## src/otp_spi_pkg.sv

```systemverilog
// shared constants for the test-mode serial register port
package otp_spi_pkg;
	localparam int unsigned FRAME_BITS     = 16;
	localparam int unsigned ADDR_W         = 6;
	localparam int unsigned DATA_W         = 8;
	localparam int unsigned DEPTH          = 64;
	localparam logic [4:0]  BIT_CNT_MAX    = 5'h10;
	localparam logic [4:0]  ADDR_LAST_EDGE = 5'h06;
	localparam logic [4:0]  RW_EDGE        = 5'h07;
	localparam logic [4:0]  OUT_FIRST_FALL = 5'h08;
	localparam logic [4:0]  OUT_LAST_FALL  = 5'h0f;
	localparam logic [4:0]  DATA_FIRST_EDGE = 5'h09;
	// register locations
	localparam logic [5:0]  ADDR_PROG_CTRL   = 6'h20;
	localparam logic [5:0]  ADDR_PROG_STATUS = 6'h29;
	localparam logic [5:0]  ADDR_TEST_KEY    = 6'h30;
	localparam logic [5:0]  FUSE_FIRST       = 6'h06;
	localparam logic [5:0]  FUSE_LAST        = 6'h0f;
	localparam logic [5:0]  ADDR_LOCK        = 6'h0f;
	localparam int unsigned LOCK_BIT         = 7;
	// key and command values
	localparam logic [7:0]  KEY_1       = 8'haa;
	localparam logic [7:0]  KEY_2       = 8'h55;
	localparam logic [7:0]  KEY_ADC     = 8'h1d;
	localparam logic [7:0]  KEY_FUSE    = 8'hc6;
	localparam logic [7:0]  CMD_MIRROR  = 8'h00;
	localparam logic [7:0]  CMD_PROG    = 8'h05;
	localparam int unsigned ST_DONE_BIT = 5;
	localparam int unsigned ST_FAIL_BIT = 4;
	// timing
	localparam int unsigned CLK_MHZ        = 10;
	localparam int unsigned PROG_MAX_US    = 2000;
	localparam int unsigned PROG_MAX_CYC   = PROG_MAX_US * CLK_MHZ;
	localparam int unsigned PROG_BIT_CYC   = 16;
	localparam int unsigned PROG_WAIT_US   = 32;
	localparam int unsigned PROG_WAIT_CYC  = PROG_WAIT_US * CLK_MHZ;
	localparam int unsigned LOAD_CYC       = 16;
	localparam int unsigned SCK_HALF       = 4;
	// host command port
	localparam logic [1:0]  HREG_CMD    = 2'h0;
	localparam logic [1:0]  HREG_STATUS = 2'h1;
	localparam logic [1:0]  HREG_RDATA  = 2'h2;
endpackage

```

## src/otp_spi_if.sv

```systemverilog
// serial link between test host and device
`timescale 1ns/1ps
`default_nettype none
interface otp_spi_if;
	logic sck;
	logic mosi;
	logic miso;
	logic test_v;
	modport dev
	(
		input  sck,
		input  mosi,
		input  test_v,
		output miso
	);
	modport host
	(
		output sck,
		output mosi,
		output test_v,
		input  miso
	);
endinterface
`default_nettype wire

```

## src/otp_spi_dev.sv

```systemverilog
// device end: test-mode serial register array with fuse programming
// Contract
// - port works only while test voltage high
// - sample on rising, shift out on falling
// - 16 bits msb first: addr, rw, data
// - rw one writes, zero reads location
// - read data out on falls 8-15
// - write data taken on rises 9-16
// - write shifts out prior contents meanwhile
// - corrupted frame needs device reset; a test voltage drop also clears the bit count here
// - key aa 55 1d enters converter test
// - converter test reroutes buffers to filter pin
// - converter test left only on test drop
// - key aa 55 c6 unlocks fuse programming
// - control 00 enables mirror writes
// - control 05 starts fuse programming
// - host waits 32us then polls done
// - status bit 4 flags failed programming
// - fuse bits only go zero to one
// - lock fuse freezes array, enables parity; here it only blocks fuse programming, register array writes still land
// - fuses copied to mirror after reset
// - programming finishes within 2 ms
`timescale 1ns/1ps
`default_nettype none
module otp_spi_dev
(
	// clock and reset
	input  wire logic CLK_SYS_I,
	input  wire logic NRST_I,
	// serial link
	otp_spi_if.dev    LINK,
	// analogue test controls
	output logic      ADC_TEST_O,
	output logic      PARITY_EN_O,
	// fuse programming fault injection
	input  wire logic PROG_FAIL_I
);
	typedef enum logic [3:0]
	{
		K_IDLE = 4'b0001,
		K_AA   = 4'b0010,
		K_55   = 4'b0100,
		K_DONE = 4'b1000
	} key_e;

	typedef struct packed
	{
		logic [2:0]  sck_h;
		logic [4:0]  cnt;
		logic [15:0] sh;
		logic [7:0]  out_sh;
		logic        miso;
		key_e        key;
		logic        adc_test;
		logic        fuse_unlock;
		logic        mirror_we;
		logic        busy;
		logic        done;
		logic        fail;
		logic [14:0] tmr;
		logic [4:0]  load_cnt;
	} state_s;

	state_s s;
	state_s next_s;
	logic [7:0] mem [0:otp_spi_pkg::DEPTH-1];
	// fuses power up unprogrammed and keep their value through reset
	logic [7:0] fuse [otp_spi_pkg::FUSE_FIRST:otp_spi_pkg::FUSE_LAST] = '{default: 8'h00};
	logic [7:0] status_word;
	logic sck_q;
	logic mosi_q;
	logic test_q;
	logic rise;
	logic fall;
	logic wr_now;
	logic [5:0] wr_addr;
	logic [7:0] wr_data;
	logic prog_end;
	logic locked;
	logic loading;

	sync2 u_sck (.clk_i(CLK_SYS_I), .nrst_i(NRST_I), .d_i(LINK.sck), .q_o(sck_q));
	sync2 u_mosi (.clk_i(CLK_SYS_I), .nrst_i(NRST_I), .d_i(LINK.mosi), .q_o(mosi_q));
	sync2 u_test (.clk_i(CLK_SYS_I), .nrst_i(NRST_I), .d_i(LINK.test_v), .q_o(test_q));

	assign rise = test_q && sck_q && !s.sck_h[0];
	assign fall = test_q && !sck_q && s.sck_h[0];
	assign locked = fuse[otp_spi_pkg::ADDR_LOCK][otp_spi_pkg::LOCK_BIT];
	assign prog_end = s.busy && (s.tmr == 15'(otp_spi_pkg::PROG_BIT_CYC)
		|| s.tmr == 15'(otp_spi_pkg::PROG_MAX_CYC - 1));
	assign loading = s.load_cnt != 5'(otp_spi_pkg::LOAD_CYC);

	always_comb
	begin
		next_s = s;
		wr_now = 1'b0;
		wr_addr = s.sh[14:9];
		wr_data = {s.sh[6:0], mosi_q};
		status_word = 8'h00;
		status_word[otp_spi_pkg::ST_DONE_BIT] = s.done;
		status_word[otp_spi_pkg::ST_FAIL_BIT] = s.fail;
		next_s.sck_h = {s.sck_h[1:0], sck_q};
		if (loading)
			next_s.load_cnt = s.load_cnt + 5'h01;
		if (!test_q)
		begin
			next_s.cnt = '0;
			next_s.adc_test = 1'b0;
			next_s.fuse_unlock = 1'b0;
			next_s.mirror_we = 1'b0;
			next_s.key = K_IDLE;
			next_s.miso = 1'b0;
		end
		if (rise)
		begin
			next_s.sh = {s.sh[14:0], mosi_q};
			next_s.cnt = s.cnt + 5'h01;
			if (s.cnt == otp_spi_pkg::BIT_CNT_MAX - 5'h01)
			begin
				next_s.cnt = '0;
				// bit 8 carries nothing
				wr_now = s.sh[8];
			end
		end
		if (fall && s.cnt >= otp_spi_pkg::OUT_FIRST_FALL
			&& s.cnt <= otp_spi_pkg::OUT_LAST_FALL + 5'h01)
		begin
			if (s.cnt == otp_spi_pkg::OUT_FIRST_FALL)
			begin
				next_s.miso = mem[s.sh[7:2]][7];
				next_s.out_sh = {mem[s.sh[7:2]][6:0], 1'b0};
			end
			else
			begin
				next_s.miso = s.out_sh[7];
				next_s.out_sh = {s.out_sh[6:0], 1'b0};
			end
		end
		if (wr_now && wr_addr == otp_spi_pkg::ADDR_TEST_KEY)
		begin
			unique case (s.key)
				K_IDLE: next_s.key = (wr_data == otp_spi_pkg::KEY_1) ? K_AA : K_IDLE;
				K_AA: next_s.key = (wr_data == otp_spi_pkg::KEY_2) ? K_55 : K_IDLE;
				K_55:
				begin
					next_s.key = K_DONE;
					if (wr_data == otp_spi_pkg::KEY_ADC)
						next_s.adc_test = 1'b1;
					if (wr_data == otp_spi_pkg::KEY_FUSE)
						next_s.fuse_unlock = 1'b1;
				end
				K_DONE: next_s.key = (wr_data == otp_spi_pkg::KEY_1) ? K_AA : K_DONE;
				default: next_s.key = K_IDLE;
			endcase
		end
		if (wr_now && wr_addr == otp_spi_pkg::ADDR_PROG_CTRL && s.fuse_unlock)
		begin
			if (wr_data == otp_spi_pkg::CMD_MIRROR)
				next_s.mirror_we = 1'b1;
			if (wr_data == otp_spi_pkg::CMD_PROG && !s.busy)
			begin
				next_s.busy = 1'b1;
				next_s.done = 1'b0;
				next_s.fail = 1'b0;
				next_s.tmr = '0;
			end
		end
		if (s.busy)
			next_s.tmr = s.tmr + 15'h0001;
		if (prog_end)
		begin
			next_s.busy = 1'b0;
			next_s.done = 1'b1;
			next_s.fail = PROG_FAIL_I || locked;
		end
	end

	always_ff @(posedge CLK_SYS_I or negedge NRST_I)
	begin
		if (!NRST_I)
		begin
			s <= '{sck_h: '0, cnt: '0, sh: '0, out_sh: '0, miso: 1'b0, key: K_IDLE,
				adc_test: 1'b0, fuse_unlock: 1'b0, mirror_we: 1'b0, busy: 1'b0,
				done: 1'b0, fail: 1'b0, tmr: '0, load_cnt: '0};
		end
		else
		begin
			s <= next_s;
		end
	end

	// register array; frame state recovers by reset or by a test voltage drop
	always_ff @(posedge CLK_SYS_I or negedge NRST_I)
	begin
		if (!NRST_I)
		begin
			for (int i = 0; i < otp_spi_pkg::DEPTH; i++)
				mem[i] <= 8'h00;
		end
		else
		begin
			if (loading && s.load_cnt <= 5'(otp_spi_pkg::FUSE_LAST)
				&& s.load_cnt >= 5'(otp_spi_pkg::FUSE_FIRST))
				mem[s.load_cnt[3:0]] <= fuse[s.load_cnt[3:0]];
			mem[otp_spi_pkg::ADDR_PROG_STATUS] <= status_word;
			if (wr_now && wr_addr != otp_spi_pkg::ADDR_PROG_STATUS)
			begin
				if (wr_addr < otp_spi_pkg::FUSE_FIRST || wr_addr > otp_spi_pkg::FUSE_LAST
					|| s.mirror_we)
					mem[wr_addr] <= wr_data;
			end
		end
	end

	// fuses: bits only ever set

	always_ff @(posedge CLK_SYS_I)
	begin
		if (prog_end && !locked && !PROG_FAIL_I)
		begin
			for (int i = otp_spi_pkg::FUSE_FIRST; i <= otp_spi_pkg::FUSE_LAST; i++)
				fuse[i] <= fuse[i] | mem[i];
		end
	end

	assign LINK.miso = s.miso;
	assign ADC_TEST_O = s.adc_test;
	assign PARITY_EN_O = locked;
endmodule
`default_nettype wire

```

## src/sync2.sv

```systemverilog
// two-stage synchroniser for one level
`timescale 1ns/1ps
`default_nettype none
module sync2
(
	input  wire logic clk_i,
	input  wire logic nrst_i,
	input  wire logic d_i,
	output logic      q_o
);
	logic meta;
	always_ff @(posedge clk_i or negedge nrst_i)
	begin
		if (!nrst_i)
		begin
			meta <= 1'b0;
			q_o  <= 1'b0;
		end
		else
		begin
			meta <= d_i;
			q_o  <= meta;
		end
	end
endmodule
`default_nettype wire
```

## src/flat_wrapper.sv

```systemverilog
// flat-port wrapper written by rule: the top's interface ports become plain ports
module otp_spi_dev_flat 
  (CLK_SYS_I, NRST_I, ADC_TEST_O, PARITY_EN_O, PROG_FAIL_I, LINK_sck, LINK_mosi, LINK_test_v, LINK_miso);
  otp_spi_if LINK_i ();
  input  wire logic CLK_SYS_I;
  input  wire logic NRST_I;
  output logic ADC_TEST_O;
  output logic PARITY_EN_O;
  input  wire logic PROG_FAIL_I;
  input wire logic [$bits(LINK_i.sck)-1:0] LINK_sck;
  input wire logic [$bits(LINK_i.mosi)-1:0] LINK_mosi;
  input wire logic [$bits(LINK_i.test_v)-1:0] LINK_test_v;
  output wire logic [$bits(LINK_i.miso)-1:0] LINK_miso;
  assign LINK_i.sck = LINK_sck;
  assign LINK_i.mosi = LINK_mosi;
  assign LINK_i.test_v = LINK_test_v;
  assign LINK_miso = LINK_i.miso;
  otp_spi_dev u_core (.CLK_SYS_I(CLK_SYS_I), .NRST_I(NRST_I), .LINK(LINK_i), .ADC_TEST_O(ADC_TEST_O), .PARITY_EN_O(PARITY_EN_O), .PROG_FAIL_I(PROG_FAIL_I));
endmodule
```

## config.mk

```make
export PLATFORM = sky130hd
export DESIGN_NAME = otp_spi_dev_flat
export DESIGN_NICKNAME = d
export VERILOG_FILES = /design/src/otp_spi_pkg.sv /design/src/otp_spi_if.sv /design/src/otp_spi_dev.sv /design/src/sync2.sv /design/src/flat_wrapper.sv
export SDC_FILE = /design/constraint.sdc
export NUM_CORES = 1
export LEC_CHECK = 0
export BUFFER_PORTS_ARGS = -buffer_cell sky130_fd_sc_hd__buf_2
export CAP_MARGIN = 30
export CORE_MARGIN = 3
export CORE_UTILIZATION = 40
export DETAILED_ROUTE_END_ITERATION = 8
export GPL_ROUTABILITY_DRIVEN = 0
export HOLD_SLACK_MARGIN = 0.12
export PLACE_DENSITY = 0.61
export SLEW_MARGIN = 5
export SYNTH_ARGS = -nofsm -noshare
export SYNTH_HDL_FRONTEND = slang
export SYNTH_HIERARCHICAL = 1
export SYNTH_SLANG_ARGS = --single-unit
```

## constraint.sdc

```tcl
create_clock -name CLK_SYS_I -period 4.1 [get_ports CLK_SYS_I]
set_clock_uncertainty 0.1 [all_clocks]
set_input_delay 0.82 -clock CLK_SYS_I [delete_from_list [all_inputs] [get_ports CLK_SYS_I]]
set_output_delay 0.82 -clock CLK_SYS_I [all_outputs]
set_load 0.005 [all_outputs]
```

## After elaboration in Yosys (flattened, before gate mapping)

Memories as Yosys holds them, arrays and structs flattened.
Index checks and enable logic that the tools add are counted.

- Equal/unequal tests: 20
- Add/subtract/negate cells: 3
- Bitwise operators: 13
- Magnitude comparators: 11
- Muxes and demuxes: 35
- Reduce and logical (&&, ||, !) cells: 34

Operator list:

| operator | count |
|---|---|
| 2-to-1 mux 512 bit | 3 |
| bitwise mux 512 bit | 2 |
| OR 8 bit | 10 |
| binary-select mux 8 bit (select 6 bit) | 1 |
| demux 8 bit (select 6 bit) | 1 |
| demux 8 bit (select 5 bit) | 1 |
| 2-to-1 mux 8 bit | 5 |
| 2-to-1 mux 21 bit | 1 |
| 2-to-1 mux 19 bit | 1 |
| logical AND 1 bit | 18 |
| 2-to-1 mux 18 bit | 1 |
| equality test 8 bit (second input constant) | 2 |
| one-hot mux 4 bit (4 select lines) | 1 |
| adder 15 x 1 -> 15 bit (second input constant) | 1 |
| equality test 15 bit (second input constant) | 1 |
| equality test 15 x 5 -> 1 bit (second input constant) | 1 |
| 2-to-1 mux 15 bit | 1 |
| >= comparator 7 bit (second input constant) | 2 |
| NOT 6 -> 7 bit | 2 |
| equality test 6 bit (second input constant) | 2 |
| adder 5 x 1 -> 5 bit (second input constant) | 2 |
| equality test 5 x 4 -> 1 bit (second input constant) | 2 |
| 2-to-1 mux 5 bit | 2 |
| 2-to-1 mux 9 bit | 1 |
| 30 further kinds | 52 |

- RAM bits: 80
- Output and inout bits: 3
- Logic and storage cells: 201
- Memories kept: 1
- Bits in registers: 579
- Bits of input ports: 6

Memory list:

| memory | depth | bits a word | rd ports | clocked after memory_dff | write ports | RTL line | source |
|---|---|---|---|---|---|---|---|
| u_core.fuse | 10 | 8 | 11 | 0 | 10 | otp_spi_dev.sv:68 | `logic [7:0] fuse [otp_spi_pkg::FUSE_FIRST:otp_spi_pkg::FUSE_LAST] = '{default: 8'h00};` |

## Logic depth before layout (Yosys ltp)

Gate-level depths: netlist (run 1).

- Depth after elaboration: 10
- Depth in mapped cells: 10
- Mapped depth without buffers: 8

## Modules after synthesis

Netlist (run 1), hierarchy kept.

Modules (own cells, without submodules):

| module | cells an instance | area each (um^2) | seq. area each (um^2) | times used |
|---|---|---|---|---|
| otp_spi_dev | 2346 | 31373.8 | 16692.3 | 1 |
| sync2 | 2 | 50.0 | 50.0 | 3 |

## Least setup slack after synthesis (run 1)

No wires, ideal clock.

- Path type: register to register
- Start: register u_core/s[5] in the netlist's numbering
- End: memory u_core.fuse[10][0] (enable)
- Arrival: 2.924 ns
- Required time: 3.553 ns
- Buffers on the path: 0
- Cell stages (with the launch flop): 6
- Slack: 0.629 ns
- Clock period less this slack: 3.471 ns
- Library setup time: 0.447 ns
- Cell sequence: dfrtp_1 ha_1 nand3_1 o21ai_0 and3_1 and2_1

RTL lines:

| item | RTL line | source |
|---|---|---|
| start: declaration | otp_spi_dev.sv:64 | `state_s s;` |
| start signal: assignment | otp_spi_dev.sv:182 | `s <= '{sck_h: '0, cnt: '0, sh: '0, out_sh: '0, miso: 1'b0, key: K_IDLE,` |
| start signal: assignment | otp_spi_dev.sv:188 | `s <= next_s;` |
| end: declaration | otp_spi_dev.sv:68 |  |

## Worst setup path in the final report (run 1)

- Start: register u_core/s[42] in the netlist's numbering
- End: register u_core/s[38] in the netlist's numbering

- Longest elaborated chain between the ends: 5

RTL lines:

| item | RTL line | source |
|---|---|---|
| NOT 6 -> 7 bit (not written as such) | otp_spi_dev.sv:131 | `next_s.out_sh = {mem[s.sh[7:2]][6:0], 1'b0};` |
| binary-select mux 8 bit (select 6 bit) | otp_spi_dev.sv:131 |  |
| 2-to-1 mux 8 bit | - |  |
| 2-to-1 mux 8 bit (not written as such) | otp_spi_dev.sv:131 |  |
| 2-to-1 mux 9 bit | otp_spi_dev.sv:128 | `if (s.cnt == otp_spi_pkg::OUT_FIRST_FALL)` |

No other way between the ends. The select of a mux whose other input is x is not followed.
A chain may end at the register's enable or synchronous reset.

==> run summary, run 1 <==
Flops & latches, synth - 657
Starting density of the core - 40.6%
Worst-Margin Slew - 0.972 ns
Arr. time, crit path - 3.70 ns
IO buf count - 8
Final slew viol count - 0
Layout cells sized above 1 - 33.2%
Die Span X - 287 um
Layer with the highest usage - met2
GRT met1 Usage - 27.8%
Area occupied by multi-input gates - 0.0139 sq mm
Core area - 0.0777 sq mm
Remaining DRCs - 0
Die Area - 0.0822 sq mm
Gr usage total - 20.0%
Global route overflow - 0
Die height - 287 um
Cell Area, Placed - 0.0329 sq mm
Clk network pwr share - 40.5%
Register area share after synthesis - 53.4%
FF/Latch Area - 0.0169 sq mm
Synth Warn # - 6
Vias - 19600
Initial antenna violation count - 0
CP startpoint kind - register
Post-CTS Resized - 0
Comb pwr share - 16.5%
Num rows - 102
Cell Area, Synth - 0.0315 sq mm
Fillcell total - 6891
Post-Synthesis Cells - 2352
Synth cell types - 74
N_diodes - 0
Setup violators final - 0
Largest net degree at the start of global routing - 107
Vias per inst - 5.68
Detail Placement HPWL - 51.9 mm
Clock Latency Late Sink - 0.63 ns
Worst setup EP type - register
Ports - 9
Antenna viol nets, final - 0
DRT Pass-1 Iters - 6
R2r setup slk - 0.76 ns
EDFF count, synth - 80
Area delta synth->final - 12.2%
Final wirelength - 81.0 mm
Inserted Clock Buffers - 72
Final instance area - 0.0354 sq mm
Endpoints failing hold - 0
Power density cells - 458 mW/mm^2
Setup TNS - 0 ns
H-tree Lvls - 3
Routing usage on met3 - 3.13%
Int Power - 11500 uW
Most used DFF post-synth - dfrtp_1
Fmax achieved - 300 MHz
Max clock buf depth - 3
Rel. slew slack - 33.5%
Maximum vdd drop - 0.285 mV
Clock sink count - 657
CTS Hold Bufs - 0
Synth async-reset ratio - 87.8%
Fin crit period - 3.34 ns
Worst setup path class - reg -> reg
Switching Share - 29.2%
Cell accounting for the most synthesized area - dfrtp_1
Worst setup path start - u_core/s[42]
Top cells by area, synth - dfrtp_1 (46%), mux2_2 (12%), mux4_2 (9.3%)
Reg2Reg Capture Point - u_core/s[38]
M2 GR Usage - 32.2%
Max-capacitance violation count - 0
Net Sw Power - 4730 uW
Status - complete, no violations
CTS tree - done
Average wire per standard cell - 23.5 um
Tcrit/Tclk final - 81.4%
Iter 0 DRT Violations - 1450
CTS root buf - clkbuf_16
Vias in the first global route - 20300
Post-CTS Setup Bufs - 0
Worst Hold Class - in -> async
CP Max Fanout - 41
First-pass GRT wire length - 126 mm
Worst r2r src - u_core/s[42]
Critical Path RT - 4.46 ns
Layout Nets - 2360
Clock slew at reported path FFs - 0.06 ns
Top-count cell post-synth - dfrtp_1
Pleak - 0.0154 uW
Top cell type's share of synthesized area - 45.7%
Setup crit end - u_core/s[38]
Commonest cells post-synth - dfrtp_1 (576), mux2_2 (328), mux2i_1 (196), nand2_1 (151), mux4_2 (130)
R2R depth - 6
Unrepaired setup endpoints after global routing - no
Share of power burned in registers - 42.9%
Synth Area per Inst - 13.4 sq um
-- final cells by class --
type                       count  share of cell area [%]
sequential                   657                    47.7
inverter                      14                   0.149
clock inverter                28                   0.948
clock buffer                 103                    5.82
multi-input combinational   1514                    39.4
tap                         1040                    3.68
timing repair buffer          86                    2.28
-- registers in the layout (all words and copies together) (netlist names) --
name	cells
u_core/s	56
u_core/LINK.miso	1
u_core/u_test/q_o	1
u_core/next_s	1
u_core/mem	512
u_core/ADC_TEST_O	1
u_core/u_mosi/meta	1
u_core/u_sck/q_o	1
u_core/u_sck/meta	1
u_core/u_mosi/q_o	1
u_core/u_test/meta	1
u_core/fuse	80
-- kinds of logic after synthesis --
kind of cell	count (synthesis)	synth area share, %
other	1	0.0119
AOI/OAI and AO/OA	261	4.98
muxes	720	29.6
buffers and inverters	186	2.46
DFF	657	53.4
xor gates and xnor gates	7	0.194
and+or+nand+nor	511	8.98
adders and majority gates	9	0.357
-- cell usage in the layout (no fill, tap or decap), types with 9 or more instances in the layout --
master / instances
clkbuf_16: 73
edfxtp_1: 80
mux2i_1: 196
nor3_1: 10
inv_1: 14
nor2_1: 87
nor2_2: 16
nand3_1: 39
nand2_1: 151
mux2_2: 328
o22ai_1: 28
clkbuf_1: 18
or2_2: 86
nor4_2: 9
a21boi_0: 11
nor4_1: 10
buf_12: 12
buf_4: 65
ha_1: 9
mux4_2: 130
a211o_1: 9
a21oi_1: 64
dfrtp_1: 567
nor2b_1: 22
mux2_1: 66
clkbuf_8: 12
o21ai_0: 100
-- power groups by stage --
stage	clock [uW]	combinational [uW]	sequential [uW]
2_1_floorplan	0	1950	6760
3_3_place_gp	0	2520	7180
3_5_place_dp	0	2550	7180
4_1_cts	6730	2560	7060
5_1_grt	7000	2850	6970
6_report	6570	2680	6950
-- per-layer routing --
layer  share of wire [%]  vias to the layer above  wire length (um)
met5                   0                        -                 0
met4                 3.0                        0              2440
met3                 4.7                      132              3790
met2                  48                      490             38600
met1                  45                    10300             36200
li1                    -                     8620                 -
-- critical path, cell delays in order (launching register included) --
cell and delay (ns):
dfrtp_4 0.85, buf_12 0.33, mux4_2 0.33, mux2i_1 0.33, o22ai_1 0.19, a2111oi_0 0.88, a211oi_1 0.11
-- through the flow --
step	instances	utilization, %	hold WS [ns]	power (uW)	setup WS [ns]
6_report	3442	45.5	0.185	16200	0.762
5_1_grt	3442	45.5	0.163	16800	0.650
4_1_cts	3439	45.4	0.159	16300	0.510
3_5_place_dp	3308	42.4	0.239	9730	0.538
3_3_place_gp	3308	42.4	0.243	9700	0.548
2_1_floorplan	2357	-	0.231	8710	0.629
-- how the worst min path moves through the flow --
| stage | from | to | slack [ns] | cells after the start |
|---|---|---|---|---|
| after floorplan | u_core/u_mosi/meta | u_core/u_mosi/q_o | 0.23 | 0 |
| final | NRST_I | u_core/mem[313] | 0.18 | 1 |
| after global placement | u_core/u_mosi/meta | u_core/u_mosi/q_o | 0.24 | 0 |
| after detailed placement | u_core/u_test/meta | u_core/u_test/q_o | 0.24 | 0 |
| after CTS | LINK_mosi | u_core/u_mosi/meta | 0.16 | 1 |
| after global routing | LINK_mosi | u_core/u_mosi/meta | 0.16 | 1 |
Note: power is estimated with default switching activity, not from simulation.
==> run 2, diff against run 1 <==
- clock period: 4.1 -> 3.15 ns (I/O delays scaled with it)
==> run summary, run 2 (synthesis gave the netlist of run 1 again) <==
Clock slew at reported path FFs - 0.06 ns (about the same)
Hold Path End - u_core/u_mosi/q_o
Largest net degree at the start of global routing - 109 (+1.9%)
FF/Latch Area - 0.0169 sq mm (unchanged)
Antenna viol nets, final - 0 (unchanged)
Maximum vdd drop - 0.453 mV (+59%)
Die Area - 0.0822 sq mm (unchanged)
Detail Placement HPWL - 53.7 mm (+3.4%)
H-tree Lvls - 3 (unchanged)
Area delta synth->final - 13.7%
Clock Latency Late Sink - 0.62 ns (about the same)
Num rows - 102 (unchanged)
Unrepaired setup endpoints after global routing - no
Final slew viol count - 0 (unchanged)
Worst setup path class - reg -> reg
Remaining DRCs - 0 (unchanged)
Routing usage on met3 - 3.72% (+0.59 points)
CTS tree - done
Status - complete, no violations
Gr usage total - 20.2% (+0.26 points)
Final core area utilization - 46.1% (+0.62 points)
Commonest cells after routing, fill and taps aside - dfrtp_1 (567), mux2_2 (328), mux2i_1 (196)
Pleak - 0.0157 uW (+1.9%)
Core area - 0.0777 sq mm (unchanged)
Slowest stage delay, CP - 0.63 ns (-0.25 ns)
Die Span X - 287 um (unchanged)
Layout Nets - 2415 (+2.3%)
Post-CTS Resized - 0 (unchanged)
Ports - 9 (unchanged)
Setup TNS - 0 ns (unchanged)
Vias - 19700 (+0.65%)
Most used cell, CP - buf_12
Worst-Margin Slew - 0.891 ns (-0.0813 ns)
Worst r2r src - u_core/s[41]
Inserted Clock Buffers - 72 (unchanged)
CTS root buf - clkbuf_16
Largest register FFs - 512 (unchanged)
Final instance area - 0.0358 sq mm (+1.4%)
Reg2Reg Capture Point - u_core/LINK.miso
IO buf count - 8 (unchanged)
Critical Path RT - 3.52 ns (-0.94 ns)
Setup violators final - 0 (unchanged)
Endpoints failing hold - 0 (unchanged)
Die height - 287 um (unchanged)
Fillcell total - 6787 (-1.5%)
Largest Register - u_core/mem
Hold Crit Start - u_core/u_mosi/meta
Worst Hold Class - reg -> reg
Post-CTS Setup Bufs - 0 (unchanged)
CP startpoint kind - register
Vias in the first global route - 20500 (+0.87%)
Critical path's slowest cell - nor4bb_1
Cell Area, Placed - 0.0334 sq mm (+1.5%)
Max clock buf depth - 3 (unchanged)
Tcrit/Tclk final - 96.9% (+16 points)
Most common cell after layout, fill and taps aside - dfrtp_1
CTS Hold Bufs - 4 (+4)
Final worst slack - 0.0967 ns (-0.665 ns)
Initial antenna violation count - 0 (unchanged)
Clock sink count - 657 (unchanged)
R2r setup slk - 0.1 ns (-0.67 ns)
Starting density of the core - 40.6% (unchanged)
First-pass GRT wire length - 128 mm (+1.3%)
M2 GR Usage - 31.6% (-0.58 points)
WHS Path Cells - 0
Fmax achieved - 328 MHz (+9.3%)
Max-capacitance violation count - 0 (unchanged)
CP cell instances - buf_12, buf_12, mux4_2, mux2i_1, o22ai_1, nor4bb_1, nor4_1
R2R depth - 7 (+1)
Fin crit period - 3.05 ns (-0.285 ns)
Rel. slew slack - 40.5% (+7.0 points)
Average wire per standard cell - 23.5 um (-0.32%)
Layer with the highest usage - met2
Layout cells sized above 1 - 34.6% (+1.4 points)
Vias per inst - 5.64 (-0.84%)
GRT met1 Usage - 28.0% (+0.22 points)
Dpl ws - 0.209 ns (-0.329 ns)
Global route overflow - 0 (unchanged)
Largest registers - u_core/mem (512), u_core/fuse (80), u_core/s (56)
Area occupied by multi-input gates - 0.0139 sq mm (unchanged)
DRT Pass-1 Iters - 5 (-1)
Final wirelength - 82.0 mm (+1.2%)
N_diodes - 0 (unchanged)
Arr. time, crit path - 3.42 ns (-0.28 ns)
Worst setup EP type - register
CP Max Fanout - 49 (+20%)
Power density cells - 596 mW/mm^2 (+30%)
Iter 0 DRT Violations - 1487 (+2.6%)
## run 2: metal layers
layer,vias up,share of wire (%)
met5,-,0.073
li1,8708,-
met3,157,5.9
met1,10300,44
met2,520,46
met4,2,3.8
## run 2: through the flow
| step | instances | total power [uW] | hold WS [ns] |
|---|---|---|---|
| detailed placement | 3361 | 13000 | 0.246 |
| global route | 3494 | 22200 | 0.264 |
| finish | 3494 | 21400 | 0.253 |
| CTS | 3493 | 21600 | 0.244 |
| floorplan | 2357 | 11300 | 0.231 |
| global placement | 3361 | 12900 | 0.239 |
## run 2: worst max path at each step
stage                       from                 end  slack [ns]  cells after the start
floorplan            u_core/s[5]  u_core/fuse[10][0]        0.55                      5
global placement    u_core/s[41]    u_core/LINK.miso        0.19                      7
detailed placement  u_core/s[41]        u_core/s[36]        0.21                      7
CTS                 u_core/s[41]        u_core/s[36]        0.19                      7
global route        u_core/s[56]      u_core/mem[26]        0.07                      6
finish              u_core/s[41]    u_core/LINK.miso         0.1                      7
## run 2: layout make-up
type	instances	share of cell area [%]
Clock buffer	106	5.92
Multi-Input combinational cell	1514	38.9
Sequential cell	657	47.0
Clock inverter	22	0.740
Tap cell	1040	3.63
Inverter	14	0.147
Timing Repair Buffer	141	3.62
## run 2: where the power goes
group / internal (uW) / switching [uW] / leakage, uW
combinational: 1390 / 2500 / 0.00651
clock: 5090 / 3460 / 0.00118
sequential: 8630 / 296 / 0.00802
total: 15100 / 6250 / 0.0157
## run 2: critical path, delay by kind of cell, from the launching register on
family,cells,cell delay (ns)
muxes,2,0.82
and+or+nand+nor,2,0.76
buffers and inverters,2,0.55
DFF,1,0.50
AOI/OAI and AO/OA,1,0.12
==> run 3, diff against run 2 <==
- CTS_BUF_LIST: default -> sky130_fd_sc_hd__clkbuf_8
- clock period: 3.15 -> 3.1 ns (I/O delays scaled with it)
==> run summary, run 3 (synthesis gave the netlist of run 1 again) <==
WHS Path Cells - 0 (unchanged)
Max clock buf depth - 3 (unchanged)
Largest net degree at the start of global routing - 97 (-11%)
Hold Path End - u_core/u_mosi/q_o
Clock sink count - 657 (unchanged)
Die Span X - 287 um (unchanged)
Final slew viol count - 0 (unchanged)
DRT Pass-1 Iters - 5 (unchanged)
Unrepaired setup endpoints after global routing - no
Most common cell after layout, fill and taps aside - dfrtp_1
Final core area utilization - 46.1% (unchanged)
Initial antenna violation count - 3 (+3)
Power density cells - 579 mW/mm^2 (-2.8%)
IO buf count - 8 (unchanged)
Largest Register - u_core/mem
Tcrit/Tclk final - 91.3% (-5.6 points)
CTS root buf - clkbuf_8
Area delta synth->final - 13.7% (unchanged)
Fin crit period - 2.83 ns (-0.222 ns)
Rel. slew slack - 34.9% (-5.6 points)
R2R depth - 8 (+1)
CP startpoint kind - register
Ports - 9 (unchanged)
First-pass GRT wire length - 129 mm (+0.78%)
Vias in the first global route - 20800 (+1.3%)
Dpl ws - 0.265 ns (+0.0556 ns)
Arr. time, crit path - 3.33 ns (-0.09 ns)
Worst r2r src - u_core/s[42]
Starting density of the core - 40.6% (unchanged)
Detail Placement HPWL - 53.5 mm (-0.32%)
Num rows - 102 (unchanged)
Max-capacitance violation count - 0 (unchanged)
Die Area - 0.0822 sq mm (unchanged)
Hold Crit Start - u_core/u_mosi/meta
Status - complete, no violations
Die height - 287 um (unchanged)
Core area - 0.0777 sq mm (unchanged)
Worst Hold Class - reg -> reg
Endpoints failing hold - 0 (unchanged)
Inserted Clock Buffers - 108 (+50%)
Fmax achieved - 353 MHz (+7.8%)
Average wire per standard cell - 23.1 um (-1.6%)
Iter 0 DRT Violations - 1541 (+3.6%)
Setup TNS - 0 ns (unchanged)
Remaining DRCs - 0 (unchanged)
Worst setup EP type - register
H-tree Lvls - 3 (unchanged)
Critical Path RT - 3.60 ns (+0.08 ns)
Gr usage total - 20.3% (+0.10 points)
Largest register FFs - 512 (unchanged)
Global route overflow - 0 (unchanged)
Maximum vdd drop - 0.437 mV (-3.4%)
Clock Latency Late Sink - 0.72 ns (+0.10 ns)
Largest registers - u_core/mem (512), u_core/fuse (80), u_core/s (56)
Final wirelength - 82.7 mm (+0.89%)
Layout cells sized above 1 - 35.8% (+1.2 points)
Vias per inst - 5.60 (-0.55%)
R2r setup slk - 0.27 ns (+0.17 ns)
Vias - 20100 (+1.9%)
Layout Nets - 2462 (+1.9%)
Post-CTS Setup Bufs - 0 (unchanged)
Fillcell total - 6828 (+0.60%)
Commonest cells after routing, fill and taps aside - dfrtp_1 (567), mux2_2 (328), mux2i_1 (196)
CTS tree - done
Pleak - 0.0159 uW (+1.4%)
Reg2Reg Capture Point - u_core/s[38]
Worst-Margin Slew - 0.971 ns (+0.0807 ns)
CP Max Fanout - 47 (-4.1%)
Worst setup path class - reg -> reg
Clock slew at reported path FFs - 0.07 ns (about the same)
Final worst slack - 0.268 ns (+0.172 ns)
Setup violators final - 0 (unchanged)
Antenna viol nets, final - 0 (unchanged)
-- run 3: through the flow --
| step | power (uW) | std cells | hold WS (ns) | area (sq um) |
|---|---|---|---|---|
| finish | 20800 | 3581 | 0.247 | 35800 |
| global route | 21600 | 3581 | 0.269 | 35800 |
| CTS | 21000 | 3580 | 0.262 | 35800 |
| detailed placement | 13100 | 3372 | 0.243 | 33500 |
| global placement | 13100 | 3372 | 0.252 | 33500 |
| floorplan | 11500 | 2357 | 0.224 | 31500 |
-- run 3: final cells by class --
type / count / area (sq um) / share of cell area (%)
antenna: 1 / 2.50 / 0.00698
clock buffer: 138 / 1900 / 5.30
clock inverter: 65 / 364 / 1.02
inverter: 14 / 52.6 / 0.147
multi-input combinational: 1514 / 13900 / 38.9
sequential: 657 / 16900 / 47.0
tap: 1040 / 1300 / 3.63
timing repair buffer: 152 / 1420 / 3.96
-- run 3: worst max path at each step --
stage / start / end / slack, ns / depth (start not counted)
final: u_core/s[42] / u_core/s[38] / 0.27 / 8
after global routing: u_core/s[42] / u_core/s[35] / 0.14 / 8
after CTS: u_core/s[41] / u_core/s[36] / 0.28 / 7
after detailed placement: u_core/s[42] / u_core/s[38] / 0.26 / 8
after global placement: u_core/s[41] / u_core/s[36] / 0.28 / 7
after floorplan: u_core/s[5] / u_core/fuse[10][0] / 0.50 / 5
-- run 3: metal layers --
layer | vias to the layer above | global-route usage [%] | routed length (um)
li1 | 8847 | - | -
met1 | 10500 | 28.9 | 37300
met2 | 592 | 32.2 | 38700
met3 | 119 | 3.59 | 4670
met4 | 0 | 5.54 | 2040
met5 | - | 0 | 0
-- run 3: repair_timing --
| action | 4_1_cts | 5_1_grt |
|---|---|---|
| hold buffers | 5 | 0 |
| endpoints found under the hold margin | 54 | 0 |
| resized for setup | 0 | 0 |
-- run 3: power breakdown --
part / internal, uW / switching, uW / total, uW
combinational: 1400 / 2510 / 3910
clock: 4250 / 3550 / 7790
sequential: 8770 / 289 / 9060
-- run 3: critical path, cell delays in order, from the launching register on --
cell	delay, ns
dfrtp_4	0.54
buf_12	0.21
buf_12	0.21
nand2_1	0.48
o22ai_1	0.22
o21ai_0	0.29
nor4bb_1	0.38
buf_4	0.20
a211oi_1	0.04
